File: src/mfio_pkg.sv
// package: register map, field layouts and mode encodings for the i/o pin block
package mfio_pkg;
  // register byte offsets
  localparam logic [11:0] REG_PIN_FUNC   = 12'h000;
  localparam logic [11:0] REG_OUT_SEL    = 12'h004;
  localparam logic [11:0] REG_ALARM_CFG  = 12'h008;
  localparam logic [11:0] REG_ALARM_THR  = 12'h00c;
  localparam logic [11:0] REG_SCALE_GAIN = 12'h010;
  localparam logic [11:0] REG_SCALE_OFFS = 12'h014;
  localparam logic [11:0] REG_LASER_CTL  = 12'h018;
  localparam logic [11:0] REG_STATUS     = 12'h01c;
  localparam logic [11:0] REG_FREE_VAL   = 12'h020;
  localparam logic [11:0] REG_SLOPE_VAL  = 12'h024;
  localparam logic [11:0] REG_EMIS_VAL   = 12'h028;
  localparam logic [11:0] REG_OUT1_VAL   = 12'h02c;
  localparam logic [11:0] REG_OUT2_VAL   = 12'h030;
  localparam logic [11:0] REG_AMB_LIMIT  = 12'h034;
  // field positions
  localparam int OUT_SEL1_LSB   = 0;
  localparam int OUT_SEL2_LSB   = 4;
  localparam int OUT_RNG1_BIT   = 8;
  localparam int OUT_RNG2_BIT   = 9;
  localparam int ALM_SRC_LSB    = 0;
  localparam int ALM_HIGH_BIT   = 4;
  localparam int ALM_NC_BIT     = 5;
  // reset values
  localparam logic [3:0]  RST_PIN_FUNC  = 4'h0;
  localparam logic [15:0] RST_SCALE_GAIN = 16'h0100;
  localparam logic [15:0] RST_AMB_LIMIT  = 16'h01f4;
  // pin functions
  typedef enum logic [3:0] {
    FN_ALARM, FN_GATE_LOW, FN_GATE_HIGH, FN_HOLD_RISE, FN_HOLD_FALL,
    FN_RST_FALL, FN_RST_RISE, FN_SLOPE_EXT, FN_EMIS_EXT, FN_FREE_VAL,
    FN_LASER_LOW, FN_LASER_HIGH
  } mfio_func_t;
  // signal sources
  typedef enum logic [2:0] {
    SRC_PROC, SRC_RATIO, SRC_DET_ONE, SRC_DET_TWO, SRC_ATTEN, SRC_DET_TEMP
  } mfio_src_t;
endpackage

File: src/mfio_pin_control.sv
// multifunction i/o pin control with apb register file
`timescale 1ns/1ps

// the apb slave answers with no wait states: pready is tied high, so
// every access phase ends in its first cycle; a write issued while
// clkEn is low is lost, because the register file freezes with the
// rest of the block
module mfio_pin_control
  import mfio_pkg::*;
#(
  parameter int DW = 16
) (
  // clock, reset, enable
  input  wire logic          clock,
  input  wire logic          sys_rst,
  input  wire logic          clkEn,
  // apb slave
  input  wire logic          psel,
  input  wire logic          penable,
  input  wire logic          pwrite,
  input  wire logic [11:0]   paddr,
  input  wire logic [31:0]   pwdata,
  output logic               pready,
  output logic               pslverr,
  output logic [31:0]        prdata,
  // measurement core values
  input  wire logic [DW-1:0] procTemp,
  input  wire logic [DW-1:0] ratioTemp,
  input  wire logic [DW-1:0] detector_one_temperature,
  input  wire logic [DW-1:0] detector_two_temperature,
  input  wire logic [DW-1:0] attenPct,
  input  wire logic [DW-1:0] detTemp,
  input  wire logic [DW-1:0] ambientTemp,
  input  wire logic [DW-1:0] pinAdc,
  // i/o pin, open collector
  input  wire logic          ioPinIn,
  output logic               ioPinOut,
  output logic               ioPinOe,
  // outputs to the plant side
  output logic [DW-1:0]      out1Val_ff,
  output logic [DW-1:0]      out2Val_ff,
  output logic               out1Base4mA,
  output logic               out2Base4mA,
  output logic               peakReset,
  output logic               laserOn_ff,
  output logic [DW-1:0]      slopeVal_ff,
  output logic [DW-1:0]      emisVal_ff
);

  // software registers
  logic [3:0]    pinFunc_ff;
  logic [9:0]    outSel_ff;
  logic [5:0]    alarmCfg_ff;
  logic [DW-1:0] alarmThr_ff;
  logic [DW-1:0] scaleGain_ff;
  logic [DW-1:0] scaleOffs_ff;
  logic          laserSw_ff;
  logic [DW-1:0] ambLimit_ff;
  logic [DW-1:0] freeVal_ff;
  // pin synchroniser and edge state
  logic [2:0]    pinSync_ff;
  logic          pinLvl_ff;
  logic          riseEv;
  logic          fallEv;
  logic          frozen_ff;
  logic          alarm_ff;
  logic [DW-1:0] nxt_scaled;
  logic [2*DW-1:0] prod;
  logic          apbWr;
  mfio_func_t    fn;
  logic [3:0]    fnPrev_ff;
  logic          fnEntry;
  logic [DW-1:0] alarmSrc;

  // pick one of the six measurement signals; codes six and seven are
  // unused and fall back to the process value rather than an unknown
  function automatic logic [DW-1:0] srcMux(input logic [2:0] s);
    unique case (s)
      SRC_PROC:     srcMux = procTemp;
      SRC_RATIO:    srcMux = ratioTemp;
      SRC_DET_ONE:  srcMux = detector_one_temperature;
      SRC_DET_TWO:  srcMux = detector_two_temperature;
      SRC_ATTEN:    srcMux = attenPct;
      SRC_DET_TEMP: srcMux = detTemp;
      default:      srcMux = procTemp;
    endcase
  endfunction

  assign fn     = mfio_func_t'(pinFunc_ff);
  assign apbWr  = psel & penable & pwrite & clkEn;
  assign pready = 1'b1;
  // unmapped offsets answer with an error, never a silent drop
  always_comb begin
    unique case (paddr)
      REG_PIN_FUNC, REG_OUT_SEL, REG_ALARM_CFG, REG_ALARM_THR,
      REG_SCALE_GAIN, REG_SCALE_OFFS, REG_LASER_CTL, REG_STATUS,
      REG_FREE_VAL, REG_SLOPE_VAL, REG_EMIS_VAL, REG_OUT1_VAL,
      REG_OUT2_VAL, REG_AMB_LIMIT: pslverr = 1'b0;
      default: pslverr = psel & penable;
    endcase
  end

  // register writes
  // read-only and unmapped offsets land in the default arm and drop
  always_ff @(posedge clock) begin
    if (sys_rst) begin
      pinFunc_ff   <= RST_PIN_FUNC;
      outSel_ff    <= '0;
      alarmCfg_ff  <= '0;
      alarmThr_ff  <= '0;
      scaleGain_ff <= RST_SCALE_GAIN;
      scaleOffs_ff <= '0;
      laserSw_ff   <= 1'b0;
      ambLimit_ff  <= RST_AMB_LIMIT;
    end else if (apbWr) begin
      unique case (paddr)
        REG_PIN_FUNC:   pinFunc_ff   <= pwdata[3:0];
        REG_OUT_SEL:    outSel_ff    <= pwdata[9:0];
        REG_ALARM_CFG:  alarmCfg_ff  <= pwdata[5:0];
        REG_ALARM_THR:  alarmThr_ff  <= pwdata[DW-1:0];
        REG_SCALE_GAIN: scaleGain_ff <= pwdata[DW-1:0];
        REG_SCALE_OFFS: scaleOffs_ff <= pwdata[DW-1:0];
        REG_LASER_CTL:  laserSw_ff   <= pwdata[0];
        REG_AMB_LIMIT:  ambLimit_ff  <= pwdata[DW-1:0];
        default: ;
      endcase
    end
  end

  // read mux; status shows pin level, alarm, laser and freeze
  always_comb begin
    prdata = 32'h0000_0000;
    unique case (paddr)
      REG_PIN_FUNC:   prdata[3:0] = pinFunc_ff;
      REG_OUT_SEL:    prdata[9:0] = outSel_ff;
      REG_ALARM_CFG:  prdata[5:0] = alarmCfg_ff;
      REG_ALARM_THR:  prdata[DW-1:0] = alarmThr_ff;
      REG_SCALE_GAIN: prdata[DW-1:0] = scaleGain_ff;
      REG_SCALE_OFFS: prdata[DW-1:0] = scaleOffs_ff;
      REG_LASER_CTL:  prdata[0] = laserSw_ff;
      REG_STATUS:     prdata[3:0] = {frozen_ff, laserOn_ff, alarm_ff,
                                     pinLvl_ff};
      REG_FREE_VAL:   prdata[DW-1:0] = freeVal_ff;
      REG_SLOPE_VAL:  prdata[DW-1:0] = slopeVal_ff;
      REG_EMIS_VAL:   prdata[DW-1:0] = emisVal_ff;
      REG_OUT1_VAL:   prdata[DW-1:0] = out1Val_ff;
      REG_OUT2_VAL:   prdata[DW-1:0] = out2Val_ff;
      REG_AMB_LIMIT:  prdata[DW-1:0] = ambLimit_ff;
      default: ;
    endcase
  end

  // three-stage synchroniser; level changes when stages 2 and 3 agree
  // the agreement test filters a one-sample glitch on a slow pin edge
  always_ff @(posedge clock) begin
    if (sys_rst) begin
      pinSync_ff <= '0;
      pinLvl_ff  <= 1'b0;
    end else if (clkEn) begin
      pinSync_ff <= {pinSync_ff[1:0], ioPinIn};
      if (pinSync_ff[1] == pinSync_ff[2])
        pinLvl_ff <= pinSync_ff[2];
    end
  end

  // single-cycle edge events from the filtered level; gated by clkEn,
  // since a frozen level would otherwise repeat the event every cycle
  assign riseEv = clkEn & (pinSync_ff[1] == pinSync_ff[2]) &
                  pinSync_ff[2] & ~pinLvl_ff;
  assign fallEv = clkEn & (pinSync_ff[1] == pinSync_ff[2]) &
                  ~pinSync_ff[2] & pinLvl_ff;

  // function seen one cycle ago; a difference marks entry into a mode
  always_ff @(posedge clock) begin
    if (sys_rst) begin
      fnPrev_ff <= RST_PIN_FUNC;
    end else if (clkEn) begin
      fnPrev_ff <= pinFunc_ff;
    end
  end
  assign fnEntry = (pinFunc_ff != fnPrev_ff);

  // freeze state for gate and edge-hold functions; an edge-hold mode
  // starts out tracking, even when the mode before it had frozen, and
  // an edge in the entry cycle still wins over that re-arm
  always_ff @(posedge clock) begin
    if (sys_rst) begin
      frozen_ff <= 1'b0;
    end else if (clkEn) begin
      unique case (fn)
        FN_GATE_LOW:  frozen_ff <= pinLvl_ff;
        FN_GATE_HIGH: frozen_ff <= ~pinLvl_ff;
        FN_HOLD_RISE: begin
          if (riseEv)
            frozen_ff <= 1'b1;
          else if (fnEntry)
            frozen_ff <= 1'b0;
        end
        FN_HOLD_FALL: begin
          if (fallEv)
            frozen_ff <= 1'b1;
          else if (fnEntry)
            frozen_ff <= 1'b0;
        end
        default:      frozen_ff <= 1'b0;
      endcase
    end
  end

  // edge-hold stays frozen until the function changes; a later edge
  // does not resume tracking, which keeps the held value stable
  always_ff @(posedge clock) begin
    if (sys_rst) begin
      out1Val_ff <= '0;
      out2Val_ff <= '0;
    end else if (clkEn && !frozen_ff) begin
      out1Val_ff <= srcMux(outSel_ff[OUT_SEL1_LSB +: 3]);
      out2Val_ff <= srcMux(outSel_ff[OUT_SEL2_LSB +: 3]);
    end
  end

  // range bits go straight out: 1 selects the 4 mA lower end
  assign out1Base4mA = outSel_ff[OUT_RNG1_BIT];
  assign out2Base4mA = outSel_ff[OUT_RNG2_BIT];

  // accumulator clear pulse toward the peak/valley hold in the core
  assign peakReset = (fn == FN_RST_FALL && fallEv) ||
                     (fn == FN_RST_RISE && riseEv);

  // linear scaling of the pin voltage: gain in 8.8 fixed point plus offset
  // the sum wraps at DW bits; software keeps gain and offset in range
  assign prod       = pinAdc * scaleGain_ff;
  assign nxt_scaled = prod[DW+7:8] + scaleOffs_ff;

  // analog input functions; values hold when the function is not selected
  always_ff @(posedge clock) begin
    if (sys_rst) begin
      slopeVal_ff <= '0;
      emisVal_ff  <= '0;
      freeVal_ff  <= '0;
    end else if (clkEn) begin
      if (fn == FN_SLOPE_EXT)
        slopeVal_ff <= nxt_scaled;
      if (fn == FN_EMIS_EXT)
        emisVal_ff <= nxt_scaled;
      // the free value is the raw pin code: scaling is for slope and
      // emissivity only, and nothing here feeds the measurement
      if (fn == FN_FREE_VAL)
        freeVal_ff <= pinAdc;
    end
  end

  // laser request from pin or software, vetoed by hot ambient
  // the veto is tested first so no pin level or software bit beats it
  always_ff @(posedge clock) begin
    if (sys_rst) begin
      laserOn_ff <= 1'b0;
    end else if (clkEn) begin
      if (ambientTemp > ambLimit_ff)
        laserOn_ff <= 1'b0;
      else if (fn == FN_LASER_LOW)
        laserOn_ff <= ~pinLvl_ff;
      else if (fn == FN_LASER_HIGH)
        laserOn_ff <= pinLvl_ff;
      else
        laserOn_ff <= laserSw_ff;
    end
  end

  // alarm comparison against the threshold
  assign alarmSrc = srcMux(alarmCfg_ff[ALM_SRC_LSB +: 3]);
  always_ff @(posedge clock) begin
    if (sys_rst) begin
      alarm_ff <= 1'b0;
    end else if (clkEn) begin
      // strict compares: a source equal to the threshold raises nothing
      if (alarmCfg_ff[ALM_HIGH_BIT])
        alarm_ff <= alarmSrc > alarmThr_ff;
      else
        alarm_ff <= alarmSrc < alarmThr_ff;
    end
  end

  // open collector: only pulls low; normally-closed inverts the sense
  // nothing drives the pin high, so the plant pull-up sets idle level
  assign ioPinOut = 1'b0;
  assign ioPinOe  = (fn == FN_ALARM) &
                    (alarm_ff ^ alarmCfg_ff[ALM_NC_BIT]);

endmodule

File: config.mk
export PLATFORM = sky130hd
export DESIGN_NAME = mfio_pin_control
export DESIGN_NICKNAME = d
export VERILOG_FILES = /design/src/mfio_pkg.sv /design/src/mfio_pin_control.sv
export SDC_FILE = /design/constraint.sdc
export NUM_CORES = 1
export LEC_CHECK = 0
export BUFFER_PORTS_ARGS = -buffer_cell sky130_fd_sc_hd__buf_2
export CELL_PAD_IN_SITES_DETAIL_PLACEMENT = 1
export CELL_PAD_IN_SITES_GLOBAL_PLACEMENT = 1
export CORE_MARGIN = 4
export CORE_UTILIZATION = 44
export CTS_CLUSTER_SIZE = 24
export DETAILED_ROUTE_END_ITERATION = 6
export PLACE_DENSITY_LB_ADDON = 0.12
export SLEW_MARGIN = 20
export SYNTH_ARGS = -nofsm -noshare
export SYNTH_HDL_FRONTEND = slang
export SYNTH_SLANG_ARGS = --single-unit
export TNS_END_PERCENT = 20
File: constraint.sdc
create_clock -name clock -period 8.7 [get_ports clock]
set_input_delay 1.305 -clock clock [delete_from_list [all_inputs] [get_ports clock]]
set_output_delay 1.305 -clock clock [all_outputs]
set_load 0.01 [all_outputs]
==> results.json <==
{
  "seq_area_um2": 3523,
  "synth_edf_count": 0,
  "area_growth_pct": 13.32,
  "seq_area_frac_synth_pct": 19.58,
  "drt_wl_total_um": 74010,
  "ant_nets": 0,
  "first_iter_violations": 1545,
  "crit_start": "pinAdc[6]",
  "max_freq_ghz": 0.1221,
  "timing.final.crit_period_ns": 8.187,
  "tightestPinTransition_ns": 1.103,
  "ys_warn_count": 0,
  "clock_path_buffers": 2,
  "max_stage_delay_ns": 0.52,
  "ios": 283,
  "core_um2": 40100,
  "die-area_um2": 44190,
  "grt_use_total_pct": 32.90,
  "n_antenna_cell": 0,
  "crit_top_cell": "fa_1",
  "viasPerCell": 6.097,
  "max_slew_margin_pct": 26.48,
  "start_kind": "primary input",
  "cp-end-kind": "flip-flop",
  "synth_top_area_cell": "dfxtp_1",
  "synth_most_common_cell": "nand2_1",
  "synthTopCellsByCount": "nand2_1 (363), inv_1 (247), dfxtp_1 (176), fa_1 (168), a21oi_1 (164)",
  "path_class": "in -> reg",
  "final_net_count": 2840,
  "cts_max_level": 4,
  "initial_utilization_pct": 44.87,
  "fillCellCount": 4919,
  "syn_avg_cell_area_um2": 8.209,
  "setup_viol_count_final": 0,
  "synth.distinct_cells": 69,
  "finalCritPeriodShare_pct": 94.11,
  "synthFlopType": "dfxtp_1",
  "fin_tns_setup_ns": 0,
  "rows": 73,
  "hold_buffers": 0,
  "grt_setup_unrepaired": "no",
  "hpwl_um": 56910,
  "regToRegSetupSlack_ns": 0.54,
  "synth_top_area_share_pct": 19.58,
  "r2r_cells": 28,
  "p_leak_nw": 8.796,
  "finalHoldViolCount": 0,
  "post_cts_resize_count": 0,
  "slowest_stage": "fa_1",
  "grt_pass1_wl_um": 113000,
  "drv_cap": 0,
  "clock_skew_ns": 0.01256,
  "cts_sinks": 176,
  "yosys-top-cells-area": "dfxtp_1 (20%), fa_1 (19%), ha_1 (7.9%)",
  "clk_root_buffer_cell": "clkbuf_16",
  "fp.dieW_um": 210.2,
  "critical_path_required_ns": 9.07,
  "cts.clk_slew.worst_paths_ns": 0.07,
  "synth-seq-cells": 176,
  "hold_path_depth": 2,
  "ir_worst_vdd_uv": 111.8,
  "io_buffers": 248,
  "finalPower_w": 0.001950,
  "power_density_nw_per_um2": 95.64,
  "drv_slew": 0,
  "place.gp.congestion": 0.9130,
  "grt_pass1_vias": 19000,
  "routedWlPerCell_um": 25.37,
  "multiInputGateArea_um2": 12930,
  "grt-ovfl-total": 0,
  "worst-path-max-fanout": 11,
  "r2r_start": "scaleGain_ff[1]",
  "drc": 0,
  "drt_first_pass_iters": 6,
  "synth_cells": 2192,
  "drive_gt1_share_pct": 16.05,
  "cts_tree": "yes",
  "die_h_um": 210.2,
  "clock_latency_ns": 0.44,
  "hold_class": "reg -> reg",
  "post_cts_buffers": 0,
  "numCtsBuffers": 17,
  "synthArstFlopShare_pct": 0,
  "vias": 17790,
  "min_from": "outSel_ff[7]",
  "antenna_found_initial": 2,
  "outcome": "finished, final reports clean",
  "cp.arrival_ns": 8.55,
  "grt_start_max_net_pins": 97,
  "syn_area_um2": 17990
}
## kinds of logic after synthesis
family          count (synthesis)  share of synthesized area, %
compound gates                493                         18.92
flops                         176                         19.58
fa+ha+maj                     282                         26.62
simple gates                  694                         17.50
mux                            89                         6.022
xor+xnor                       47                         2.288
other cells                     2                       0.04174
buf+inv                       409                         9.033
## report_power, final
group,internal [W],switching (W)
Combinational,0.000105,0.000174
Sequential,0.000816,0.0000213
Clock,0.000441,0.000392
Total,0.00136,0.000588
## area by class of cell
cell class,instances,share of cell area (%)
Multi-Input combinational cell,1623,63.40
Sequential cell,176,17.28
Timing Repair Buffer,312,8.456
Inverter,249,4.584
Tap cell,525,3.222
Clock buffer,17,2.086
Clock inverter,15,0.9757
## final timing paths
check / to
worst max register to register: slopeVal_ff[15]
worst max-delay path: slopeVal_ff[15]
worst min register to register: outSel_ff[7]
worst min-delay path: outSel_ff[7]
## placed cells by master, fill, tap and decap left out, types with 10 or more instances in the layout
| cell | synthesis | layout |
|---|---|---|
| nand4_1 | 22 | 22 |
| nor2b_1 | 13 | 12 |
| nand3_1 | 14 | 14 |
| inv_1 | 247 | 247 |
| nor2_1 | 119 | 116 |
| buf_2 | 15 | 247 |
| fa_1 | 168 | 168 |
| a21oi_1 | 164 | 164 |
| conb_1 | 2 | 18 |
| a222oi_1 | 11 | 11 |
| nor3_1 | 16 | 15 |
| o211a_1 | 15 | 15 |
| a22o_1 | 18 | 18 |
| nand2_1 | 363 | 363 |
| o22ai_1 | 15 | 15 |
| buf_4 | 19 | 65 |
| o21ai_0 | 55 | 55 |
| mux2i_1 | 70 | 70 |
| ha_1 | 114 | 114 |
| a22oi_1 | 38 | 38 |
| a211oi_1 | 15 | 15 |
| dfxtp_1 | 176 | 176 |
| a21o_1 | 13 | 13 |
| a221oi_1 | 55 | 55 |
| clkbuf_16 | 0 | 17 |
| mux4_2 | 15 | 15 |
| o31ai_1 | 10 | 10 |
| xnor2_1 | 36 | 36 |
| xor2_1 | 11 | 11 |
| a221o_1 | 16 | 16 |
| o221ai_1 | 23 | 23 |
| o21a_1 | 10 | 10 |
| and2_1 | 108 | 108 |
## routing by layer
| layer | wire (µm) | track usage (%) |
|---|---|---|
| met4 | 3488 | 14.40 |
| met2 | 35950 | 55.73 |
| met3 | 4820 | 4.420 |
| met5 | 32 | 0 |
| met1 | 29720 | 42.21 |
## worst max-delay path, delay by kind of cell
kind | cells | cell delay, ns
adder cells (fa/ha/maj) | 8 | 3.56
AO/OA/AOI/OAI | 11 | 2.21
buffers and inverters | 6 | 0.53
AND/OR/NAND/NOR | 4 | 0.50
XOR/XNOR | 2 | 0.41
## sequential cells by signal (all words and copies together) (netlist names)
signal and count:
alarmCfg_ff 6, alarmThr_ff 16, alarm_ff 1, ambLimit_ff 16, emisVal_ff 16, fn 4, fnPrev_ff 4, freeVal_ff 16
frozen_ff 1, laserOn_ff 1, laserSw_ff 1, out1Val_ff 16, out2Val_ff 16, outSel_ff 10, pinLvl_ff 1, pinSync_ff 3
scaleGain_ff 16, scaleOffs_ff 16, slopeVal_ff 16
## per-stage QoR
stage,util (%),instance area (µm²),instances,hold slack [ns],setup WS (ns)
floorplan,-,18050,2208,0.4315,0.7462
global placement,49.28,19760,2885,0.4374,0.2162
detailed placement,49.28,19760,2885,0.4520,0.1261
CTS,50.83,20380,2917,0.4614,0.5450
global route,50.85,20390,2917,0.4824,0.04770
finish,50.85,20390,2917,0.4674,0.5126
(Power assumes the default switching activity.)
